[src/irq_ctrl_pkg.sv]
// Shared constants for the processor interrupt controller
package irq_ctrl_pkg;

    // Source count, level count and group count
    localparam int NUM_SRC = 11;
    localparam int NUM_LEVELS = 4;
    localparam int NUM_GROUPS = 6;

    // Register byte offsets on the bus
    localparam logic [7:0] OFS_ENABLE_A = 8'h00;
    localparam logic [7:0] OFS_ENABLE_B = 8'h04;
    localparam logic [7:0] OFS_ENABLE_C = 8'h08;
    localparam logic [7:0] OFS_PRIO_LOW = 8'h0c;
    localparam logic [7:0] OFS_PRIO_HIGH = 8'h10;
    localparam logic [7:0] OFS_TIMER_EVT = 8'h14;
    localparam logic [7:0] OFS_EXTRA_FLAGS = 8'h18;
    localparam logic [7:0] OFS_STATUS = 8'h1c;

    // Reset values
    localparam logic [7:0] RST_ENABLE = 8'h00;
    localparam logic [5:0] RST_PRIO = 6'h00;
    localparam logic [7:0] RST_TIMER_EVT = 8'h00;
    localparam logic [4:0] RST_EXTRA_FLAGS = 5'h00;

    // Enable register field positions
    localparam int BIT_GLOBAL_EN = 7;
    localparam int BIT_SERIAL0_EN = 4;
    localparam int BIT_TIMER1_EN = 3;
    localparam int BIT_EXT1_EN = 2;
    localparam int BIT_TIMER0_EN = 1;
    localparam int BIT_EXT0_EN = 0;
    localparam int BIT_EXT2_EN = 1;
    localparam int BIT_SERIAL1_EN = 0;

    // Timer event control field positions
    localparam int BIT_TIMER1_FLAG = 7;
    localparam int BIT_TIMER1_RUN = 6;
    localparam int BIT_TIMER0_FLAG = 5;
    localparam int BIT_TIMER0_RUN = 4;
    localparam int BIT_EXT1_FLAG = 3;
    localparam int BIT_EXT1_TYPE = 2;
    localparam int BIT_EXT0_FLAG = 1;
    localparam int BIT_EXT0_TYPE = 0;

    // Extra flags sit at bits 5..1, watchdog status at bit 6 of priority low
    localparam int BIT_EXTRA_LSB = 1;
    localparam int BIT_WDOG_STATUS = 6;

    // Source indices in polling order (first wins within a level)
    localparam logic [3:0] SRC_EXT0 = 4'h0;
    localparam logic [3:0] SRC_SERIAL1 = 4'h1;
    localparam logic [3:0] SRC_TIMER0 = 4'h2;
    localparam logic [3:0] SRC_EXT2 = 4'h3;
    localparam logic [3:0] SRC_EXT1 = 4'h4;
    localparam logic [3:0] SRC_EXT3 = 4'h5;
    localparam logic [3:0] SRC_TIMER1 = 4'h6;
    localparam logic [3:0] SRC_EXT4 = 4'h7;
    localparam logic [3:0] SRC_SERIAL0 = 4'h8;
    localparam logic [3:0] SRC_EXT5 = 4'h9;
    localparam logic [3:0] SRC_EXT6 = 4'ha;

    // Timing in machine cycles
    localparam int DETECT_MC = 1;
    localparam int CALL_MC = 6;
    localparam int MIN_LATENCY_MC = DETECT_MC + CALL_MC;

    // Controller sequencing states
    typedef enum logic [0:0] {
        ST_IDLE = 1'b0,
        ST_CALL = 1'b1
    } call_state_t;

    // Priority group of a source
    function automatic logic [2:0] src_group(input logic [3:0] idx);
        logic [2:0] g;
        g = 3'(idx >> 1);
        return g;
    endfunction

    // Level of a source from the two priority registers
    function automatic logic [1:0] src_level(input logic [3:0] idx, input logic [5:0] lo,
                                             input logic [5:0] hi);
        logic [2:0] g;
        g = src_group(idx);
        return {hi[g], lo[g]};
    endfunction

    // Highest level now in service, valid only when any bit is set
    function automatic logic [1:0] top_level(input logic [3:0] act);
        logic [1:0] t;
        t = 2'h0;
        for (int i = 0; i < NUM_LEVELS; i++)
        begin
            if (act[i])
            begin
                t = 2'(i);
            end
        end
        return t;
    endfunction

endpackage

[src/irq_ctrl.sv]
// The address map and the Wishbone slave port were chosen for this implementation.
`timescale 1ns/1ps
module irq_ctrl
    import irq_ctrl_pkg::*;
#(
    parameter logic [NUM_SRC-1:0][15:0] SRC_VECTOR = {
        16'h0150, 16'h0140, 16'h0130, 16'h0120, 16'h0110, 16'h0100,
        16'h00f0, 16'h00e0, 16'h00d0, 16'h00c0, 16'h00b0}
)
(
    input wire logic clk,
    input wire logic rst_n,
    input wire logic ce,
    input wire logic wb_cyc_i,
    input wire logic wb_stb_i,
    input wire logic wb_we_i,
    input wire logic [7:0] wb_adr_i,
    input wire logic [3:0] wb_sel_i,
    input wire logic [31:0] wb_dat_i,
    output logic [31:0] wb_dat_o,
    output logic wb_ack_o,
    input wire logic mc_tick,
    input wire logic instr_end,
    input wire logic instr_is_reti,
    input wire logic instr_wr_irq_regs,
    input wire logic reti_done,
    input wire logic timer0_overflow,
    input wire logic timer1_overflow,
    input wire logic ext_req0_n,
    input wire logic ext_req1_n,
    input wire logic [4:0] ext_edge,
    input wire logic serial0_flag,
    input wire logic serial1_flag,
    input wire logic watchdog_started_status,
    output logic lcall_req,
    output logic [15:0] lcall_vector,
    output logic lcall_busy,
    output logic timer0_run,
    output logic timer1_run
);

    // Whole state of the controller
    typedef struct packed {
        logic [7:0] en_a;          // Enable A incl. global bit
        logic [7:0] en_b;          // Enable B
        logic [7:0] en_c;          // Enable C
        logic [5:0] pri_lo;        // Priority low bits per group
        logic [5:0] pri_hi;        // Priority high bits per group
        logic [7:0] tev;           // Timer event control
        logic [4:0] xflags;        // Edge flags of requests 6..2
        logic ext0_prev;           // Last request 0 pin level
        logic ext1_prev;           // Last request 1 pin level
        logic [NUM_SRC-1:0] sample; // Per-machine-cycle sample
        logic [3:0] active;        // In-service level bits
        call_state_t state;        // Idle or forcing a call
        logic [2:0] call_cnt;      // Machine cycles left in call
        logic lcall;               // Call request pulse
        logic [15:0] vector;       // Target of forced call
        logic [3:0] ack_src;       // Source last acknowledged
        logic [1:0] ack_level;     // Level last acknowledged
        logic wb_ack;              // Bus acknowledge
        logic [31:0] wb_dat;       // Bus read data
    } ctrl_state_t;

    ctrl_state_t st_q;   // Registered state
    ctrl_state_t st_d;   // Next state

    logic [NUM_SRC-1:0] raw_req;   // Flags in polling order
    logic [NUM_SRC-1:0] enables;   // Enables in polling order
    logic poll_found;              // A sampled request exists
    logic [3:0] poll_idx;          // Winner index
    logic [1:0] poll_level;        // Winner level
    logic access;                  // New bus cycle this clock
    logic wr_en;                   // Register write this clock
    logic [7:0] wbyte;             // Written byte
    logic [7:0] rbyte;             // Read byte
    logic blocked;                 // Instruction forbids acknowledge
    logic prio_ok;                 // Winner outranks service level
    logic take;                    // Acknowledge fires

    // Flags arranged in polling order
    always_comb
    begin
        raw_req = '0;
        raw_req[SRC_EXT0] = st_q.tev[BIT_EXT0_FLAG];
        raw_req[SRC_SERIAL1] = serial1_flag;
        raw_req[SRC_TIMER0] = st_q.tev[BIT_TIMER0_FLAG];
        raw_req[SRC_EXT2] = st_q.xflags[0];
        raw_req[SRC_EXT1] = st_q.tev[BIT_EXT1_FLAG];
        raw_req[SRC_EXT3] = st_q.xflags[1];
        raw_req[SRC_TIMER1] = st_q.tev[BIT_TIMER1_FLAG];
        raw_req[SRC_EXT4] = st_q.xflags[2];
        raw_req[SRC_SERIAL0] = serial0_flag;
        raw_req[SRC_EXT5] = st_q.xflags[3];
        raw_req[SRC_EXT6] = st_q.xflags[4];
    end

    // Per-source enables; bit 6 of A and B left out on purpose
    always_comb
    begin
        enables = '0;
        enables[SRC_EXT0] = st_q.en_a[BIT_EXT0_EN];
        enables[SRC_TIMER0] = st_q.en_a[BIT_TIMER0_EN];
        enables[SRC_EXT1] = st_q.en_a[BIT_EXT1_EN];
        enables[SRC_TIMER1] = st_q.en_a[BIT_TIMER1_EN];
        enables[SRC_SERIAL0] = st_q.en_a[BIT_SERIAL0_EN];
        enables[SRC_SERIAL1] = st_q.en_c[BIT_SERIAL1_EN];
        enables[SRC_EXT2] = st_q.en_b[BIT_EXT2_EN];
        enables[SRC_EXT3] = st_q.en_b[BIT_EXT2_EN + 1];
        enables[SRC_EXT4] = st_q.en_b[BIT_EXT2_EN + 2];
        enables[SRC_EXT5] = st_q.en_b[BIT_EXT2_EN + 3];
        enables[SRC_EXT6] = st_q.en_b[BIT_EXT2_EN + 4];
    end

    // Priority poll over the samples; enables masked again so a late clear blocks
    irq_poll_resolver u_resolver (
        .req(st_q.sample & enables & {NUM_SRC{st_q.en_a[BIT_GLOBAL_EN]}}),
        .prio_lo(st_q.pri_lo),
        .prio_hi(st_q.pri_hi),
        .found(poll_found),
        .win_idx(poll_idx),
        .win_level(poll_level)
    );

    // Bus decode and read mux
    always_comb
    begin
        access = wb_cyc_i && wb_stb_i && !st_q.wb_ack;
        wr_en = access && wb_we_i && wb_sel_i[0];
        wbyte = wb_dat_i[7:0];
        unique case (wb_adr_i)
            OFS_ENABLE_A: rbyte = st_q.en_a;
            OFS_ENABLE_B: rbyte = st_q.en_b;
            OFS_ENABLE_C: rbyte = st_q.en_c;
            OFS_PRIO_LOW: rbyte = {1'b0, watchdog_started_status, st_q.pri_lo};
            OFS_PRIO_HIGH: rbyte = {2'b00, st_q.pri_hi};
            OFS_TIMER_EVT: rbyte = st_q.tev;
            OFS_EXTRA_FLAGS: rbyte = {2'b00, st_q.xflags, 1'b0};
            OFS_STATUS: rbyte = {3'b000, st_q.state == ST_CALL, st_q.active};
            default: rbyte = 8'h00;    // Unmapped reads as zero
        endcase
    end

    // Acknowledge decision at an instruction boundary
    always_comb
    begin
        blocked = instr_is_reti || instr_wr_irq_regs;
        prio_ok = (st_q.active == 4'h0) || (poll_level > top_level(st_q.active));
        take = mc_tick && instr_end && (st_q.state == ST_IDLE) && poll_found
            && !blocked && prio_ok;
    end

    // Next-state logic
    always_comb
    begin
        st_d = st_q;
        st_d.lcall = 1'b0;
        st_d.wb_ack = 1'b0;
        // Bus slave: one-cycle answer, unmapped writes ignored
        if (access)
        begin
            st_d.wb_ack = 1'b1;
            st_d.wb_dat = {24'h000000, rbyte};
        end
        if (wr_en)
        begin
            unique case (wb_adr_i)
                OFS_ENABLE_A: st_d.en_a = wbyte;
                OFS_ENABLE_B: st_d.en_b = wbyte;
                OFS_ENABLE_C: st_d.en_c = wbyte;
                OFS_PRIO_LOW: st_d.pri_lo = wbyte[5:0];   // Watchdog bit not stored
                OFS_PRIO_HIGH: st_d.pri_hi = wbyte[5:0];
                OFS_TIMER_EVT: st_d.tev = wbyte;
                OFS_EXTRA_FLAGS: st_d.xflags = wbyte[5:1];
                default: st_d = st_d;
            endcase
        end
        // Hardware clears the serviced flag; requests 6 and serial stay
        if (take)
        begin
            unique case (poll_idx)
                SRC_TIMER0: st_d.tev[BIT_TIMER0_FLAG] = 1'b0;
                SRC_TIMER1: st_d.tev[BIT_TIMER1_FLAG] = 1'b0;
                SRC_EXT0: st_d.tev[BIT_EXT0_FLAG] = 1'b0;
                SRC_EXT1: st_d.tev[BIT_EXT1_FLAG] = 1'b0;
                SRC_EXT2: st_d.xflags[0] = 1'b0;
                SRC_EXT3: st_d.xflags[1] = 1'b0;
                SRC_EXT4: st_d.xflags[2] = 1'b0;
                SRC_EXT5: st_d.xflags[3] = 1'b0;
                default: st_d.xflags = st_d.xflags;
            endcase
        end
        // Hardware sets win over any clear, enabled or not
        if (timer0_overflow)
        begin
            st_d.tev[BIT_TIMER0_FLAG] = 1'b1;
        end
        if (timer1_overflow)
        begin
            st_d.tev[BIT_TIMER1_FLAG] = 1'b1;
        end
        // Request 0/1: type 1 is falling edge, type 0 low level
        if (st_q.tev[BIT_EXT0_TYPE] ? (st_q.ext0_prev && !ext_req0_n) : !ext_req0_n)
        begin
            st_d.tev[BIT_EXT0_FLAG] = 1'b1;
        end
        if (st_q.tev[BIT_EXT1_TYPE] ? (st_q.ext1_prev && !ext_req1_n) : !ext_req1_n)
        begin
            st_d.tev[BIT_EXT1_FLAG] = 1'b1;
        end
        st_d.xflags = st_d.xflags | ext_edge;
        st_d.ext0_prev = ext_req0_n;
        st_d.ext1_prev = ext_req1_n;
        // Sample once per machine cycle, gated by enables and global bit
        if (mc_tick)
        begin
            st_d.sample = raw_req & enables & {NUM_SRC{st_q.en_a[BIT_GLOBAL_EN]}};
        end
        // Return drops the highest level in service
        if (reti_done && (st_q.active != 4'h0))
        begin
            st_d.active[top_level(st_q.active)] = 1'b0;
        end
        // Forced call sequencing
        unique case (st_q.state)
            ST_IDLE:
            begin
                if (take)
                begin
                    st_d.state = ST_CALL;
                    st_d.call_cnt = 3'(CALL_MC - 1);
                    st_d.lcall = 1'b1;
                    st_d.vector = SRC_VECTOR[poll_idx];
                    st_d.ack_src = poll_idx;
                    st_d.ack_level = poll_level;
                    st_d.active[poll_level] = 1'b1;
                end
            end
            ST_CALL:
            begin
                if (mc_tick)
                begin
                    if (st_q.call_cnt == 3'h0)
                    begin
                        st_d.state = ST_IDLE;
                    end
                    else
                    begin
                        st_d.call_cnt = st_q.call_cnt - 3'h1;
                    end
                end
            end
        endcase
    end

    // State register with clock enable and synchronous reset
    always_ff @(posedge clk)
    begin
        if (!rst_n)
        begin
            st_q <= '{en_a: RST_ENABLE, en_b: RST_ENABLE, en_c: RST_ENABLE,
                      pri_lo: RST_PRIO, pri_hi: RST_PRIO, tev: RST_TIMER_EVT,
                      xflags: RST_EXTRA_FLAGS, ext0_prev: 1'b1, ext1_prev: 1'b1,
                      sample: '0, active: 4'h0, state: ST_IDLE, call_cnt: 3'h0,
                      lcall: 1'b0, vector: 16'h0000, ack_src: 4'h0, ack_level: 2'h0,
                      wb_ack: 1'b0, wb_dat: 32'h00000000};
        end
        else if (ce)
        begin
            st_q <= st_d;
        end
    end

    // Outputs straight from the state register
    assign wb_dat_o = st_q.wb_dat;
    assign wb_ack_o = st_q.wb_ack;
    assign lcall_req = st_q.lcall;
    assign lcall_vector = st_q.vector;
    assign lcall_busy = st_q.state == ST_CALL;
    assign timer0_run = st_q.tev[BIT_TIMER0_RUN];   // Timer only
    assign timer1_run = st_q.tev[BIT_TIMER1_RUN];
endmodule

[src/irq_poll_resolver.sv]
`timescale 1ns/1ps
// Picks the winning request: highest level first, then polling order
module irq_poll_resolver
    import irq_ctrl_pkg::*;
(
    input wire logic [NUM_SRC-1:0] req,
    input wire logic [5:0] prio_lo,
    input wire logic [5:0] prio_hi,
    output logic found,
    output logic [3:0] win_idx,
    output logic [1:0] win_level
);

    // Scan levels from 3 down, sources in polling order
    always_comb
    begin
        found = 1'b0;
        win_idx = 4'h0;
        win_level = 2'h0;
        for (int lvl = NUM_LEVELS - 1; lvl >= 0; lvl--)
        begin
            for (int i = 0; i < NUM_SRC; i++)
            begin
                if (!found && req[i] && (src_level(4'(i), prio_lo, prio_hi) == 2'(lvl)))
                begin
                    found = 1'b1;
                    win_idx = 4'(i);
                    win_level = 2'(lvl);
                end
            end
        end
    end

endmodule

[config.mk]
export PLATFORM = sky130hd
export DESIGN_NAME = irq_ctrl
export DESIGN_NICKNAME = d
export VERILOG_FILES = /design/src/irq_ctrl_pkg.sv /design/src/irq_ctrl.sv /design/src/irq_poll_resolver.sv
export SDC_FILE = /design/constraint.sdc
export NUM_CORES = 1
export LEC_CHECK = 0
export BUFFER_PORTS_ARGS = -buffer_cell sky130_fd_sc_hd__buf_2
export CAP_MARGIN = 20
export CORE_MARGIN = 10
export CORE_UTILIZATION = 40
export DETAILED_ROUTE_END_ITERATION = 10
export GPL_TIMING_DRIVEN = 0
export HOLD_SLACK_MARGIN = 0.15
export PLACE_DENSITY = 0.63
export SLEW_MARGIN = 0
export SYNTH_ARGS = -nofsm -noshare
export SYNTH_HDL_FRONTEND = slang
export SYNTH_SLANG_ARGS = --single-unit
[constraint.sdc]
create_clock -name clk -period 3.1 [get_ports clk]
set_input_delay 0.155 -clock clk [delete_from_list [all_inputs] [get_ports clk]]
set_output_delay 0.155 -clock clk [all_outputs]
set_load 0.01 [all_outputs]
==> key figures <==
Logic synthesis
  – Syn Area/Cell: 7.946 um2
  – Post-Syn Instances: 698
  – Yosys warning total: 0
  – Fraction of registers with async set/reset: 0%
  – Post-synthesis cell type count: 98
  – Synthesized area: 0.005547 mm2
  – Synth Register Bits: 85
  – Top FF cell, synth: dfxtp_1
  – Post-synthesis sequential area ratio: 30.68%
  – EDFF count, synth: 0

Clocking
  – Clk sinks: 85
  – Clk slew on worst S/H paths: 0.06 ns
  – Skew-Pair Late Insertion Delay: 0.36 ns
  – CTS tree: yes
  – Root buffer cell: clkbuf_16
  – H-tree Lvls: 3
  – CTS max path bufs: 2
  – TritonCTS buffer count: 9

Floorplan
  – Core Area: 0.01340 mm2
  – Row Count: 42
  – Die Y: 137.8 um
  – IO Pins: 120
  – Die ar.: 0.01898 mm2
  – DIE WIDTH: 137.8 um
  – Starting Density: 41.39%

Global routing
  – Antenna violations before repair: 0
  – Grt met2 use: 35.82%
  – Vias in the first global route: 5,686
  – Global Route Usage Sum: 22.16%
  – Pin count of the biggest net entering global routing: 14
  – Met3 global-route usage: 4.115%
  – Met1 Use GR: 27.66%
  – Global-route wire length before repair: 32,240 um
  – Grt ovf: 0
  – Global routing's busiest layer: met2

Critical path
  – Crit path to: raw_req[4]
  – CP Class: reg -> reg
  – Reg2Reg Capture Point: raw_req[4]
  – Worst r2r src: st_q[125]
  – Worst EP arrival: 3.74 ns
  – Req. time, crit path: 3.33 ns
  – Worst reg-to-reg setup slack: -0.41 ns
  – Setup crit start kind: register
  – Setup crit end kind: register
  – Critical path origin: st_q[125]
  – Crit Path Max Fanout: 5
  – Worst reg-to-reg path cell count: 16

Finish
  – Finished Layout Cells: 1,029
  – Layout cell share with drive strength beyond 1: 31.42%
  – Most frequent cells in the layout: nand2_1, buf_4, a21oi_1
  – NumNets Final: 923
  – Utilization after layout: 53.45%
  – Inserted Diodes: 0
  – Area delta synth->final: 29.15%
  – Commonest non-fill, non-tap cell in the layout: nand2_1
  – Fillers: 1,312

Hold path
  – Worst Hold Class: in -> reg

Timing
  – Fmax achieved: 285.1 MHz
  – Slew Limit Fails: 0
  – Slew @ Worst Pin: 0.9398 ns
  – Final hold viol count: 0
  – Final clock skew: 0.006706 ns
  – Setup-failing EPs final: 22
  – Final Critical Period: 3.507 ns
  – Worst slew margin: 36.83%
  – Final setup margin: -0.4070 ns
  – Period Utilization, post-route: 113.1%
  – RSZ-0062 raised after global routing: yes

Detailed routing
  – DR vias: 5,917
  – DRC Markers: 0
  – Routed WL per cell: 20.44 um
  – Router iterations before antenna repair: 5
  – DR iter-0 viols: 555
  – Post-Route WL: 21,040 um
  – Antenna Nets Post-Route: 0
  – Vias per cell: 5.750

Run status
  – Failing checks: setup timing
  – Outcome: finished with violations

Placed design
  – GPL Wtd Cong: 0.9175
  – Cell Count Post-Placement: 964
  – Port Buffer Count: 55
  – Final HPWL DP: 15,600 um

Power
  – Leak Pwr: 0.002876 uW
  – Maximum vdd ir drop: 281.7 uV
  – Power Dens Cells: 328.9 mW/mm2

Run
  – Max cap viols: 0
## kinds of logic after synthesis
family / share of synthesized area, %
AOI/OAI and AO/OA: 24.39
xor gates and xnor gates: 0.1579
adders and majority gates: 1.805
buffers and inverters: 11.57
DFF: 30.68
muxes: 1.985
other: 0.06761
and+or+nand+nor: 29.35
## worst max-delay path, cell delays in order, from the launching register on
cell       delay (ns)
dfxtp_4          0.37
buf_6            0.13
nand3b_1         0.11
or2_4            0.25
and3_4           0.17
nand4_1          0.19
a2bb2oi_4        0.18
o31ai_2          0.08
or4_4            0.52
inv_4            0.09
ha_4             0.19
a21oi_2          0.12
o21a_1           0.14
inv_2            0.06
a31o_4           0.23
buf_4            0.15
o41a_1           0.41
## power by group
group,internal (uW),leakage [uW],total (uW),switching (uW)
Clock,583,0.000138,1040,453
Sequential,1100,0.000700,1110,13.2
Combinational,84.3,0.00204,209,125
Total,1760,0.00288,2360,591
## routing by layer
layer  share of wire [%]  routed length, um  up-vias
met2                  47               9785      290
met3                 7.7               1622       65
met5                   0                  0        -
li1                    -                  -     2770
met1                  41               8724     2792
met4                 4.3                904        0
## worst min-delay path by stage
stage | startpoint | cells after the start | slack, ns | end
after global routing | wb_dat_i[0] | 3 | 0.17 | st_q[96]
after global placement | ext_req0_n | 3 | 0.39 | st_q[76]
after CTS | wb_dat_i[4] | 3 | 0.15 | enables[9]
after detailed placement | ext_req1_n | 3 | 0.40 | st_q[75]
final | wb_dat_i[0] | 3 | 0.16 | st_q[96]
after floorplan | ext_req1_n | 2 | 0.28 | st_q[75]
## Yosys cell counts, types with 4 or more instances
cell type	count	share of area, %
nand2_1	100	6.8
dfxtp_1	85	31
a21oi_1	77	6.9
nand3_1	52	4.7
buf_4	48	6.5
nor2_1	45	3.0
clkbuf_1	21	1.4
o21ai_0	19	1.7
inv_1	17	1.2
nand4_1	17	1.9
a22oi_1	14	1.9
mux2i_1	11	2.0
nand2b_1	11	1.2
a22o_1	8	1.3
a31oi_1	8	0.90
ha_1	8	1.8
nor3_1	8	0.72
a221oi_1	6	0.95
nand3b_1	6	0.81
nor2b_1	6	0.68
or3_1	6	0.68
buf_2	5	0.45
nor4_1	5	0.56
o311ai_0	5	0.79
and3_1	4	0.45
## area by class of cell
| class | instances | area (um2) | area share (%) |
|---|---|---|---|
| multi-input cells | 545 | 3568 | 49.82 |
| clock buffers | 12 | 256.5 | 3.581 |
| clock inverters | 4 | 22.52 | 0.3144 |
| well taps | 176 | 220.2 | 3.074 |
| repair buffers | 106 | 699.4 | 9.764 |
| plain buffers | 81 | 575.6 | 8.035 |
| flip-flops and latches | 85 | 1743 | 24.33 |
| inverters | 20 | 77.57 | 1.083 |
## per-stage QoR
stage	total power (uW)	instance area [um2]	TNS [ns]	hold slack, ns	setup WS [ns]
final	2356	7163	-7.265	0.1618	-0.4070
after global routing	2426	7163	-9.968	0.1737	-0.5002
after CTS	2362	6922	-8.051	0.1529	-0.4155
after detailed placement	1324	6245	-11.76	0.3968	-0.6038
after global placement	1321	6240	-12.39	0.3941	-0.6421
after floorplan	1247	5744	-1.125	0.2834	-0.1125
## sequential cells by signal, indices dropped and copies added, names as in the netlist
name / count
enables: 11
lcall_busy: 1
lcall_vector: 5
wb_dat_o: 8
st_q: 47
lcall_req: 1
raw_req: 9
timer1_run: 1
wb_ack_o: 1
timer0_run: 1
## timing repair
item                       4_1_cts  5_1_grt
setup endpoints to repair       22       22
cloned                           2        0
setup buffers                   11       20
hold endpoints to repair        28        0
hold buffers                    16        0
pin swaps                       18       16
resized for setup               41       25
No activity file was read; power rests on OpenSTA's default activity.
